===== config.mk =====
export PLATFORM = sky130hd
export DESIGN_NAME = scd_clock_select
export DESIGN_NICKNAME = d
export VERILOG_FILES = /design/src/scd_pkg.sv /design/src/scd_clock_select.sv
export SDC_FILE = /design/constraint.sdc
export NUM_CORES = 1
export LEC_CHECK = 0
export BUFFER_PORTS_ARGS = -buffer_cell sky130_fd_sc_hd__buf_2
export CAP_MARGIN = 10
export CORE_ASPECT_RATIO = 2
export CORE_MARGIN = 2
export CORE_UTILIZATION = 49
export DETAILED_ROUTE_END_ITERATION = 10
export PLACE_DENSITY_LB_ADDON = 0.25
export SYNTH_ARGS = -nofsm -noshare
export SYNTH_HDL_FRONTEND = slang
export SYNTH_SLANG_ARGS = --single-unit

===== constraint.sdc =====
create_clock -name i_core_clk -period 2.3 [get_ports i_core_clk]
set_input_delay 0.115 -clock i_core_clk [delete_from_list [all_inputs] [get_ports i_core_clk]]
set_output_delay 0.115 -clock i_core_clk [all_outputs]
set_load 0.03 [all_outputs]

===== src/scd_pkg.sv =====
// Package with register map, configuration layout and types of the clock select and divider block.
package scd_pkg;

    // Printed offsets are register indices; byte address is four times the index.
    localparam logic [9:0] SCD_DIVIDER_IDX = 10'h095;
    localparam logic [9:0] SCD_CONFIG_IDX = 10'h096;
    localparam logic [9:0] SCD_STATUS_IDX = 10'h097;

    localparam logic [7:0] SCD_DIVIDER_RST = 8'h00;
    localparam logic [7:0] SCD_CONFIG_RST = 8'hff;

    localparam int SCD_SRC_LSB = 0;
    localparam int SCD_RCFS_BIT = 3;
    localparam int SCD_FILT_BIT = 4;
    localparam int SCD_WDT_BIT = 7;

    localparam logic [1:0] AXI_OKAY = 2'b00;
    localparam logic [1:0] AXI_SLVERR = 2'b10;

    typedef enum logic [1:0] {
        SCD_SRC_EXT_CLK,
        SCD_SRC_CRYSTAL,
        SCD_SRC_RESERVED,
        SCD_SRC_RC_OSC
    } scd_src_type;

    // Layout of the clock configuration byte, bit 7 down to bit 0.
    typedef struct packed {
        logic watchdog_config_enable;
        logic [1:0] rsv_hi;
        logic crystal_input_filter_enable;
        logic rc_frequency_select;
        logic rsv_lo;
        scd_src_type clock_source_select;
    } scd_cfg_type;

    // Oscillator source levels, sampled on the core clock.
    typedef struct packed {
        logic rc_osc;
        logic crystal_input_pin;
    } scd_osc_type;

endpackage : scd_pkg


===== src/scd_clock_select.sv =====
// System clock source selection, crystal input filter and system clock divider with AXI4-Lite registers.
//
// Local design decision: the AXI4-Lite interface to the registers.
`timescale 1ns/10ps

module scd_clock_select
    import scd_pkg::*;
#(
    parameter int ADDR_W = 12
) (
    // Clock and reset
    input wire logic i_core_clk,
    input wire logic i_srst,
    // Programmed configuration byte
    input wire logic [7:0] i_clock_config_byte,
    // Oscillator levels
    input wire scd_osc_type i_osc,
    // Crystal amplifier output pin
    output logic o_crystal_output_pin,
    output logic o_crystal_output_pin_oe,
    // System clock
    output logic o_sys_clk,
    // AXI4-Lite write channels
    input wire logic i_awvalid,
    output logic o_awready,
    input wire logic [ADDR_W-1:0] i_awaddr,
    input wire logic i_wvalid,
    output logic o_wready,
    input wire logic [31:0] i_wdata,
    input wire logic [3:0] i_wstrb,
    output logic o_bvalid,
    input wire logic i_bready,
    output logic [1:0] o_bresp,
    // AXI4-Lite read channels
    input wire logic i_arvalid,
    output logic o_arready,
    input wire logic [ADDR_W-1:0] i_araddr,
    output logic o_rvalid,
    input wire logic i_rready,
    output logic [31:0] o_rdata,
    output logic [1:0] o_rresp
);

    initial begin
        if (ADDR_W < 12 || ADDR_W > 32) begin
            $error("ADDR_W must be between 12 and 32");
        end
    end

    function automatic logic rise(input logic prev, input logic cur);
        rise = cur & ~prev;
    endfunction : rise

    function automatic logic [9:0] word_idx(input logic [ADDR_W-1:0] addr);
        word_idx = addr[11:2];
    endfunction : word_idx

    scd_cfg_type cfg_reg;
    logic cfg_loaded_reg;
    logic [7:0] divider_reg;
    logic rc_prev_reg;
    logic rc_half_reg;
    logic [1:0] xtal_hist_reg;
    logic xtal_filt_reg;
    logic osc_lvl;
    logic osc_prev_reg;
    logic [7:0] div_cnt_reg;
    logic sys_clk_reg;
    logic aw_got_reg;
    logic w_got_reg;
    logic [9:0] aw_idx_reg;
    logic [31:0] wdata_reg;
    logic [3:0] wstrb_reg;
    logic bvalid_reg;
    logic [1:0] bresp_reg;
    logic rvalid_reg;
    logic [31:0] rdata_reg;
    logic [1:0] rresp_reg;
    logic awready_reg;
    logic wready_reg;
    logic arready_reg;

    // Programmed bits are caught once after reset release, never from the port under reset.
    always_ff @(posedge i_core_clk) begin
        if (i_srst) begin
            cfg_reg <= scd_cfg_type'(SCD_CONFIG_RST);
            cfg_loaded_reg <= 1'b0;
        end else if (!cfg_loaded_reg) begin
            cfg_reg <= scd_cfg_type'(i_clock_config_byte);
            cfg_loaded_reg <= 1'b1;
        end
    end

    // Half-rate RC path toggles on each RC rising edge.
    always_ff @(posedge i_core_clk) begin
        if (i_srst) begin
            rc_prev_reg <= 1'b0;
            rc_half_reg <= 1'b0;
        end else begin
            rc_prev_reg <= i_osc.rc_osc;
            if (rise(rc_prev_reg, i_osc.rc_osc)) begin
                rc_half_reg <= ~rc_half_reg;
            end
        end
    end

    // The filter trades two extra cycles of latency for rejecting single-sample glitches.
    always_ff @(posedge i_core_clk) begin
        if (i_srst) begin
            xtal_hist_reg <= 2'b00;
            xtal_filt_reg <= 1'b0;
        end else begin
            xtal_hist_reg <= {xtal_hist_reg[0], i_osc.crystal_input_pin};
            if (!cfg_reg.crystal_input_filter_enable) begin
                xtal_filt_reg <= i_osc.crystal_input_pin;
            end else if (xtal_hist_reg[1] == xtal_hist_reg[0]) begin
                xtal_filt_reg <= xtal_hist_reg[0];
            end
        end
    end

    // Reserved source code gives no clock rather than guessing a source.
    always_comb begin
        case (cfg_reg.clock_source_select)
            SCD_SRC_RC_OSC: osc_lvl = cfg_reg.rc_frequency_select ? rc_prev_reg : rc_half_reg;
            SCD_SRC_CRYSTAL: osc_lvl = xtal_filt_reg;
            SCD_SRC_EXT_CLK: osc_lvl = xtal_filt_reg;
            SCD_SRC_RESERVED: osc_lvl = 1'b0;
            default: osc_lvl = 1'b0;
        endcase
    end

    // Inverting amplifier drives the crystal output pin only in crystal mode.
    always_ff @(posedge i_core_clk) begin
        if (i_srst) begin
            o_crystal_output_pin <= 1'b0;
            o_crystal_output_pin_oe <= 1'b0;
        end else begin
            o_crystal_output_pin <= ~i_osc.crystal_input_pin;
            o_crystal_output_pin_oe <= (cfg_reg.clock_source_select == SCD_SRC_CRYSTAL);
        end
    end

    // Divider toggles every N+1 oscillator rising edges, a period of 2*(N+1); N of 0 passes the oscillator level straight through.
    always_ff @(posedge i_core_clk) begin
        if (i_srst) begin
            osc_prev_reg <= 1'b0;
            div_cnt_reg <= 8'h00;
            sys_clk_reg <= 1'b0;
        end else begin
            osc_prev_reg <= osc_lvl;
            if (divider_reg == 8'h00) begin
                sys_clk_reg <= osc_lvl;
                div_cnt_reg <= 8'h00;
            end else if (rise(osc_prev_reg, osc_lvl)) begin
                if (div_cnt_reg >= divider_reg) begin
                    div_cnt_reg <= 8'h00;
                    sys_clk_reg <= ~sys_clk_reg;
                end else begin
                    div_cnt_reg <= div_cnt_reg + 8'h01;
                end
            end
        end
    end

    assign o_sys_clk = sys_clk_reg;

    // Write path: address and data are taken in either order, response after both.
    // Readies are registered so that every bus output comes from a flip-flop.
    always_ff @(posedge i_core_clk) begin
        if (i_srst) begin
            aw_got_reg <= 1'b0;
            w_got_reg <= 1'b0;
            awready_reg <= 1'b1;
            wready_reg <= 1'b1;
            aw_idx_reg <= 10'h000;
            wdata_reg <= 32'h0000_0000;
            wstrb_reg <= 4'h0;
            bvalid_reg <= 1'b0;
            bresp_reg <= AXI_OKAY;
            divider_reg <= SCD_DIVIDER_RST;
        end else begin
            if (i_awvalid && awready_reg) begin
                aw_got_reg <= 1'b1;
                awready_reg <= 1'b0;
                aw_idx_reg <= word_idx(i_awaddr);
            end
            if (i_wvalid && wready_reg) begin
                w_got_reg <= 1'b1;
                wready_reg <= 1'b0;
                wdata_reg <= i_wdata;
                wstrb_reg <= i_wstrb;
            end
            if (aw_got_reg && w_got_reg && !bvalid_reg) begin
                aw_got_reg <= 1'b0;
                w_got_reg <= 1'b0;
                bvalid_reg <= 1'b1;
                if (aw_idx_reg == SCD_DIVIDER_IDX) begin
                    bresp_reg <= AXI_OKAY;
                    if (wstrb_reg[0]) begin
                        divider_reg <= wdata_reg[7:0];
                    end
                end else begin
                    bresp_reg <= AXI_SLVERR;
                end
            end else if (bvalid_reg && i_bready) begin
                bvalid_reg <= 1'b0;
                awready_reg <= 1'b1;
                wready_reg <= 1'b1;
            end
        end
    end

    assign o_awready = awready_reg;
    assign o_wready = wready_reg;
    assign o_bvalid = bvalid_reg;
    assign o_bresp = bresp_reg;

    // Read path answers one cycle after the address is taken.
    always_ff @(posedge i_core_clk) begin
        if (i_srst) begin
            rvalid_reg <= 1'b0;
            arready_reg <= 1'b1;
            rdata_reg <= 32'h0000_0000;
            rresp_reg <= AXI_OKAY;
        end else if (i_arvalid && arready_reg) begin
            rvalid_reg <= 1'b1;
            arready_reg <= 1'b0;
            rresp_reg <= AXI_OKAY;
            case (word_idx(i_araddr))
                SCD_DIVIDER_IDX: rdata_reg <= {24'h00_0000, divider_reg};
                SCD_CONFIG_IDX: rdata_reg <= {24'h00_0000, cfg_reg};
                SCD_STATUS_IDX: rdata_reg <= {29'h0000_0000, cfg_loaded_reg, sys_clk_reg, osc_prev_reg};
                default: begin
                    rdata_reg <= 32'h0000_0000;
                    rresp_reg <= AXI_SLVERR;
                end
            endcase
        end else if (rvalid_reg && i_rready) begin
            rvalid_reg <= 1'b0;
            arready_reg <= 1'b1;
        end
    end

    assign o_arready = arready_reg;
    assign o_rvalid = rvalid_reg;
    assign o_rdata = rdata_reg;
    assign o_rresp = rresp_reg;

endmodule : scd_clock_select


==> results of run 1 <==
layer usage:
metal	part of all wire [%]	up-vias
li1	-	1298
met1	35	1209
met2	56	76
met3	4.1	27
met4	5.7	0
met5	0	-
power by group through the flow:
stage          logic [mW]  clock network [mW]  registers (mW)
5_1_grt             0.325                1.34            1.31
2_1_floorplan       0.215                   0            1.34
6_report            0.294                1.27            1.30
4_1_cts             0.295                1.29            1.30
3_5_place_dp        0.284                   0            1.33
3_3_place_gp        0.279                   0            1.33
synth_stat cells, drive strengths merged (2+ instances only):
cell type	number
dfxtp	70
a22o	9
ha	9
nor2b	9
and3	2
nor3	5
xor2	3
nand2	56
a22oi	9
o21ai	7
nor2	33
nor3b	2
buf	27
a21oi	27
nand4b	2
nand3	2
nor4bb	2
xnor2	2
mux2i	17
and2	3
clkbuf	12
inv	15
or4	4
a31oi	3
nand2b	3
nor4b	2
mux2	4
path summary, 6_finish.rpt:
path | start | endpoint | slack (ns) | cells after the start
max | aw_idx_reg[6] | divider_reg[0] | 0.32 | 5
min | i_clock_config_byte[4] | cfg_reg[4] | -0.0009 | 3
max reg2reg | aw_idx_reg[6] | divider_reg[0] | 0.32 | 5
min reg2reg | aw_idx_reg[7] | aw_idx_reg[7] | 0.45 | 2
cells in the final DEF (no fill, tap or decap), types with 6 or more instances in the layout:
cell and count:
a22oi_1 8, mux2i_1 17, dlygate4sd3_1 8, o21ai_0 6
nor2_1 33, a21oi_1 27, nand2_1 56, conb_1 26
clkbuf_16 9, buf_2 63, ha_1 9, a22o_1 9
nor2b_1 9, inv_1 15, dfxtp_1 70
kinds of logic (layout without fill, tap and decap cells):
group	count (synthesis)	in the layout
mux	21	21
simple gates	129	129
compound gates	65	65
flops	70	70
other cells	1	26
xor+xnor	5	5
fa+ha+maj	9	9
buf+inv	54	102
critical path, delay by kind of cell (launching register included):
family           cells  cell delay (ns)
flip-flops           1             0.32
AND/OR/NAND/NOR      4             1.30
multiplexers         1             0.23
what timing repair did:
action | 4_1_cts | 5_1_grt
hold buffers | 8 | 0
resized for setup | 0 | 0
endpoints found under the hold margin | 8 | 0
endpoints found under the setup margin | 0 | 0
area by class of cell:
cell class | instances | area (µm²)
Fill cell | 597 | 2490
Multi-Input combinational cell | 255 | 1520
Sequential cell | 70 | 1400
Timing Repair Buffer | 73 | 410
Clock buffer | 13 | 270
Tap cell | 86 | 108
Inverter | 15 | 56.3
Clock inverter | 1 | 5.00
==> results.yml, run 1 <==
clock_tree:
  insertion_delay_ns: 0.33
  cts_setup_buffers: 0
  cts_buffers: 9
  cts.sinks: 70
  cts_buffer_depth: 2
  cts_tree: "built"
  cts_root_buffer: "clkbuf_16"
  ctsHtreeMaxLevel: 3
  cts.clk_slew.worst_paths_ns: 0.05
sta:
  worst_hold_slack_ns: -0.000873
  relSlewSlack_pct: 60.2
  fmax_ghz: 0.505
  setup_viol: 0
  hold_viol: 1
  slew_violations: 0
  fin_crit_sh_pct: 86.1
  clock_skew_ns: 0.00294
  rsz0062_at_grt: "false"
  tightest_slew_ns: 0.596
  finalSetupTns_ns: 0
  post-route-min-period_ns: 1.98
  setup_ws_ns: 0.321
place:
  dp_hpwl_mm: 5.23
  post-place-ws_ns: 0.273
  port_buffers: 63
  placed_cell_area_mm2: 0.00341
  placedCellCount: 491
  gp_congestion: 0.920
die:
  rows: 41
  core_mm2: 0.00626
  die_h_um: 117
  dieArea_mm2: 0.00709
  top_level_ports: 121
  die_w_um: 60.5
  start_util_pct: 50.1
route:
  avgViaCountPerCell: 5.09
  first_pass_iters: 4
  avgRoutedWirePerCell_um: 13.4
  drt_wl_total_mm: 6.85
  drt_iter0_drc: 57
  drc_errors: 0
  num_vias: 2610
  drt.antenna.violating_nets: 0
setup_path:
  worstPathCellList: "nor4b_2 -> nand4b_1 -> or4_1 -> mux2i_1 -> nor2_1"
  cp-end-kind: "flop"
  crit_slowest_cell: "or4_1"
  crit_type: "reg -> reg"
  critPathRequiredTime_ns: 2.50
  arrival_ns: 2.18
  crit_path_max_fanout: 8
  worst_setup_path_start_kind: "flop"
  critPathMaxStageDelay_ns: 0.75
yosys:
  syn_avg_cell_area_um2: 8.85
  synth.area.top_cells: "dfxtp_1 45%, nand2_1 6.7%, buf_4 6.2%"
  synth_xor_area_share_pct: 1.40
  synth_top_area_share_pct: 44.7
  synth_flop_cell: "dfxtp_1"
  synth-compound-area-share_pct: 13.8
  ys_seq_elements: 70
  ys_async_sr_fraction_pct: 0
  synthAdderAreaFrac_pct: 3.59
  synth_cell_type_count: 46
  synth_top_family_by_area: "simple AND/OR/NAND/NOR gates"
  yosys-mux-area-fraction_pct: 6.87
  synth_area_mm2: 0.00313
  synth_top_area_cell: "dfxtp_1"
  ys_seq_area_share_pct: 44.7
  yosys.area_share.simple_pct: 19.6
  synth_edf_count: 0
  synth_cells: 354
  yosysWarnings: 0
global_routing:
  grtUsageMet3_pct: 5.38
  grt_pass1_vias: 2579
  overflow: 0
  met2_usage_pct: 39.1
  grtUsageMet1_pct: 20.4
  antenna_found_initial: 0
  grt_max_degree: 52
  grt_util_all_layers_pct: 21.8
  top_usage_layer: "met2"
  grt_first_pass_wirelength_mm: 11.3
finish:
  largest_reg_flops: 10
  syn_to_final_growth_pct: 20.3
  design_area_mm2: 0.00377
  layoutNonFillerInstCount: 513
  diodes: 0
  final_nets: 510
  drive_gt1_share_pct: 20.6
  final_util_pct: 60.2
run_status:
  violations: "hold timing"
  status: "complete, but fails checks"
power:
  power_mw: 2.87
  p_comb_share_pct: 10.2
  pwr_density_cell_mw_per_mm2: 761
  cellInternalPower_mw: 2.17
  p_sw_mw: 0.694
  clock_power_share_pct: 44.3
  p_leak_nw: 1.70
  switching_share_pct: 24.2
  ir_drop_mv: 0.552
  seq_power_share_pct: 45.4
min_path:
  worst_hold_path_type: "in -> reg"
flow_run:
  cap_violations: 0
Power figures use the tool's default switching activity.
==> run 2: changes to the inputs <==
--- a/config.mk
+++ b/config.mk
@@ -7,2 +7,3 @@
 export LEC_CHECK = 0
+export ABC_AREA = 1
 export BUFFER_PORTS_ARGS = -buffer_cell sky130_fd_sc_hd__buf_2
@@ -10,4 +11,3 @@
 export CORE_ASPECT_RATIO = 2
-export CORE_MARGIN = 2
-export CORE_UTILIZATION = 49
+export CORE_UTILIZATION = 50
 export DETAILED_ROUTE_END_ITERATION = 10
==> constraint.sdc (replaced) <==
create_clock -name i_core_clk -period 2.3 [get_ports i_core_clk]
set_input_delay 0.46 -clock i_core_clk [delete_from_list [all_inputs] [get_ports i_core_clk]]
set_output_delay 0.46 -clock i_core_clk [all_outputs]
set_load 0.03 [all_outputs]
==> results.yml, run 2 <==
run_status:
  status: "complete, no violations"
finish:
  ff_latch_area_mm2: 0.00140
  largest_reg_flops: 10
  drive_gt1_share_pct: 21.8
  design_area_mm2: 0.00401
  n_fill_cell: 635
  final_common_cell: "nand2_1"
  multi_input_area_mm2: 0.00163
  syn_to_final_growth_pct: 18.9
  mostFrequentLayoutCells: "77 x nand2_1, 74 x nor2_1, 70 x dfxtp_1"
  diodes: 0
  final_nets: 600
setup_path:
  critPathTopFamily: "simple AND/OR/NAND/NOR gates"
  arrival_ns: 1.90
  crit_slowest_cell: "dfxtp_1"
  worstPathCellList: "inv_1 -> ha_1 -> nand2_1 -> nand2_1 -> nor2_1 -> nand2_1 -> nand2_1 -> nand2_1 -> nand2_4 -> nand2_4 -> nor3_2"
  r2r_slack_ns: 0.67
  critPathMaxStageDelay_ns: 0.39
  crit_path_max_fanout: 5
  worst_setup_path_start_kind: "flop"
  cp.buffers_inverters: 1
  crit_top_cell: "nand2_1"
  critPathRequiredTime_ns: 2.57
  crit_type: "reg -> reg"
  cp-end-kind: "flop"
clock_tree:
  cts_buffers: 9
  cts_setup_buffers: 0
  cts.clk_slew.worst_paths_ns: 0.06
  cts_tree: "built"
  insertion_delay_ns: 0.33
  cts.sinks: 70
  cts_buffer_depth: 2
  cts_resized: 0
  postCtsHoldBufs: 0
  ctsHtreeMaxLevel: 3
  cts_root_buffer: "clkbuf_16"
yosys:
  syn_avg_cell_area_um2: 7.53
  yosysWarnings: 0
  ys_seq_area_share_pct: 41.5
  ys_async_sr_fraction_pct: 0
  synth.area.top_cells: "dfxtp_1 42%, nand2_1 8.6%, nor2_1 8.2%"
  synth_edf_count: 0
  synth_area_mm2: 0.00337
  synth_cells: 448
  synth_top_area_cell: "dfxtp_1"
  synthMostInstantiatedCell: "nand2_1"
  ys_seq_elements: 70
  synth_top_area_share_pct: 41.5
  synth_cell_type_count: 40
  synth_flop_cell: "dfxtp_1"
  ys_top_cells_by_count: "77 x nand2_1, 74 x nor2_1, 70 x dfxtp_1"
min_path:
  worst_hold_path_type: "in -> reg"
place:
  gp_congestion: 0.827
  post-place-ws_ns: 0.700
  placed_cell_area_mm2: 0.00367
  port_buffers: 63
  dp_hpwl_mm: 5.26
route:
  drt.antenna.violating_nets: 0
  avgViaCountPerCell: 4.81
  avgRoutedWirePerCell_um: 11.3
  drt_iter0_drc: 138
  drt_wl_total_mm: 6.89
  first_pass_iters: 4
  drc_errors: 0
  num_vias: 2922
global_routing:
  antenna_found_initial: 0
  grt_util_all_layers_pct: 22.0
  grt_first_pass_wirelength_mm: 11.6
  overflow: 0
  grt_pass1_vias: 2778
  grt_max_degree: 36
sta:
  hold_viol: 0
  clock_skew_ns: 0.00921
  fin_crit_sh_pct: 70.8
  slew_violations: 0
  fmax_ghz: 0.614
  post-route-min-period_ns: 1.63
  finalSetupTns_ns: 0
  rsz0062_at_grt: "false"
  setup_ws_ns: 0.671
  setup_viol: 0
flow_run:
  cap_violations: 0
power:
  p_leak_nw: 1.86
  pwr_density_cell_mw_per_mm2: 796
  ir_drop_mv: 0.670
die:
  core_mm2: 0.00657
  start_util_pct: 51.4
  top_level_ports: 121
  die_w_um: 60.1
  dieArea_mm2: 0.00710
  rows: 42
  die_h_um: 118
[run 2: stage by stage]
step | hold slack [ns] | cells | utilization (%) | power [mW]
floorplan | 0.422 | 473 | - | 1.59
global placement | 0.436 | 591 | 55.9 | 1.64
detailed placement | 0.446 | 591 | 55.9 | 1.65
CTS | 0.313 | 607 | 61.1 | 3.22
global route | 0.325 | 607 | 61.1 | 3.32
finish | 0.319 | 607 | 61.1 | 3.19
[run 2: kinds of logic after synthesis]
| kind of cell | count (synthesis) | share of synthesized area, % |
|---|---|---|
| fa+ha+maj | 9 | 3.34 |
| simple gates | 206 | 27.7 |
| flops | 70 | 41.5 |
| mux | 1 | 0.297 |
| compound gates | 72 | 13.6 |
| xor+xnor | 2 | 0.519 |
| other cells | 1 | 0.111 |
| buf+inv | 87 | 12.9 |
[run 2: final timing paths]
| path | endpoint | from | cells past startpoint |
|---|---|---|---|
| max | div_cnt_reg[6] | divider_reg[3] | 11 |
| min | o_crystal_output_pin | i_osc[0] | 2 |
| max reg2reg | div_cnt_reg[6] | divider_reg[3] | 11 |
| min reg2reg | xtal_hist_reg[1] | xtal_hist_reg[0] | 2 |
[run 2: where the power goes]
part / internal (mW) / switching (mW)
sequential: 1.27 / 0.0340
clock: 1.06 / 0.512
combinational: 0.0941 / 0.224
[run 2: metal layers]
| layer | vias up | wire length (µm) | global-route usage, % |
|---|---|---|---|
| li1 | 1525 | - | - |
| met1 | 1302 | 2620 | 22.4 |
| met2 | 71 | 3740 | 38.2 |
| met3 | 24 | 245 | 5.80 |
| met4 | 0 | 277 | 12.5 |
| met5 | - | 0 | 0 |
[run 2: final cells by class]
cell class | count | area share (%)
inverters | 51 | 4.83
flip-flops and latches | 70 | 34.9
clock inverters | 6 | 2.74
well taps | 88 | 2.74
repair buffers | 66 | 8.42
multi-input cells | 316 | 40.6
clock buffers | 10 | 5.71
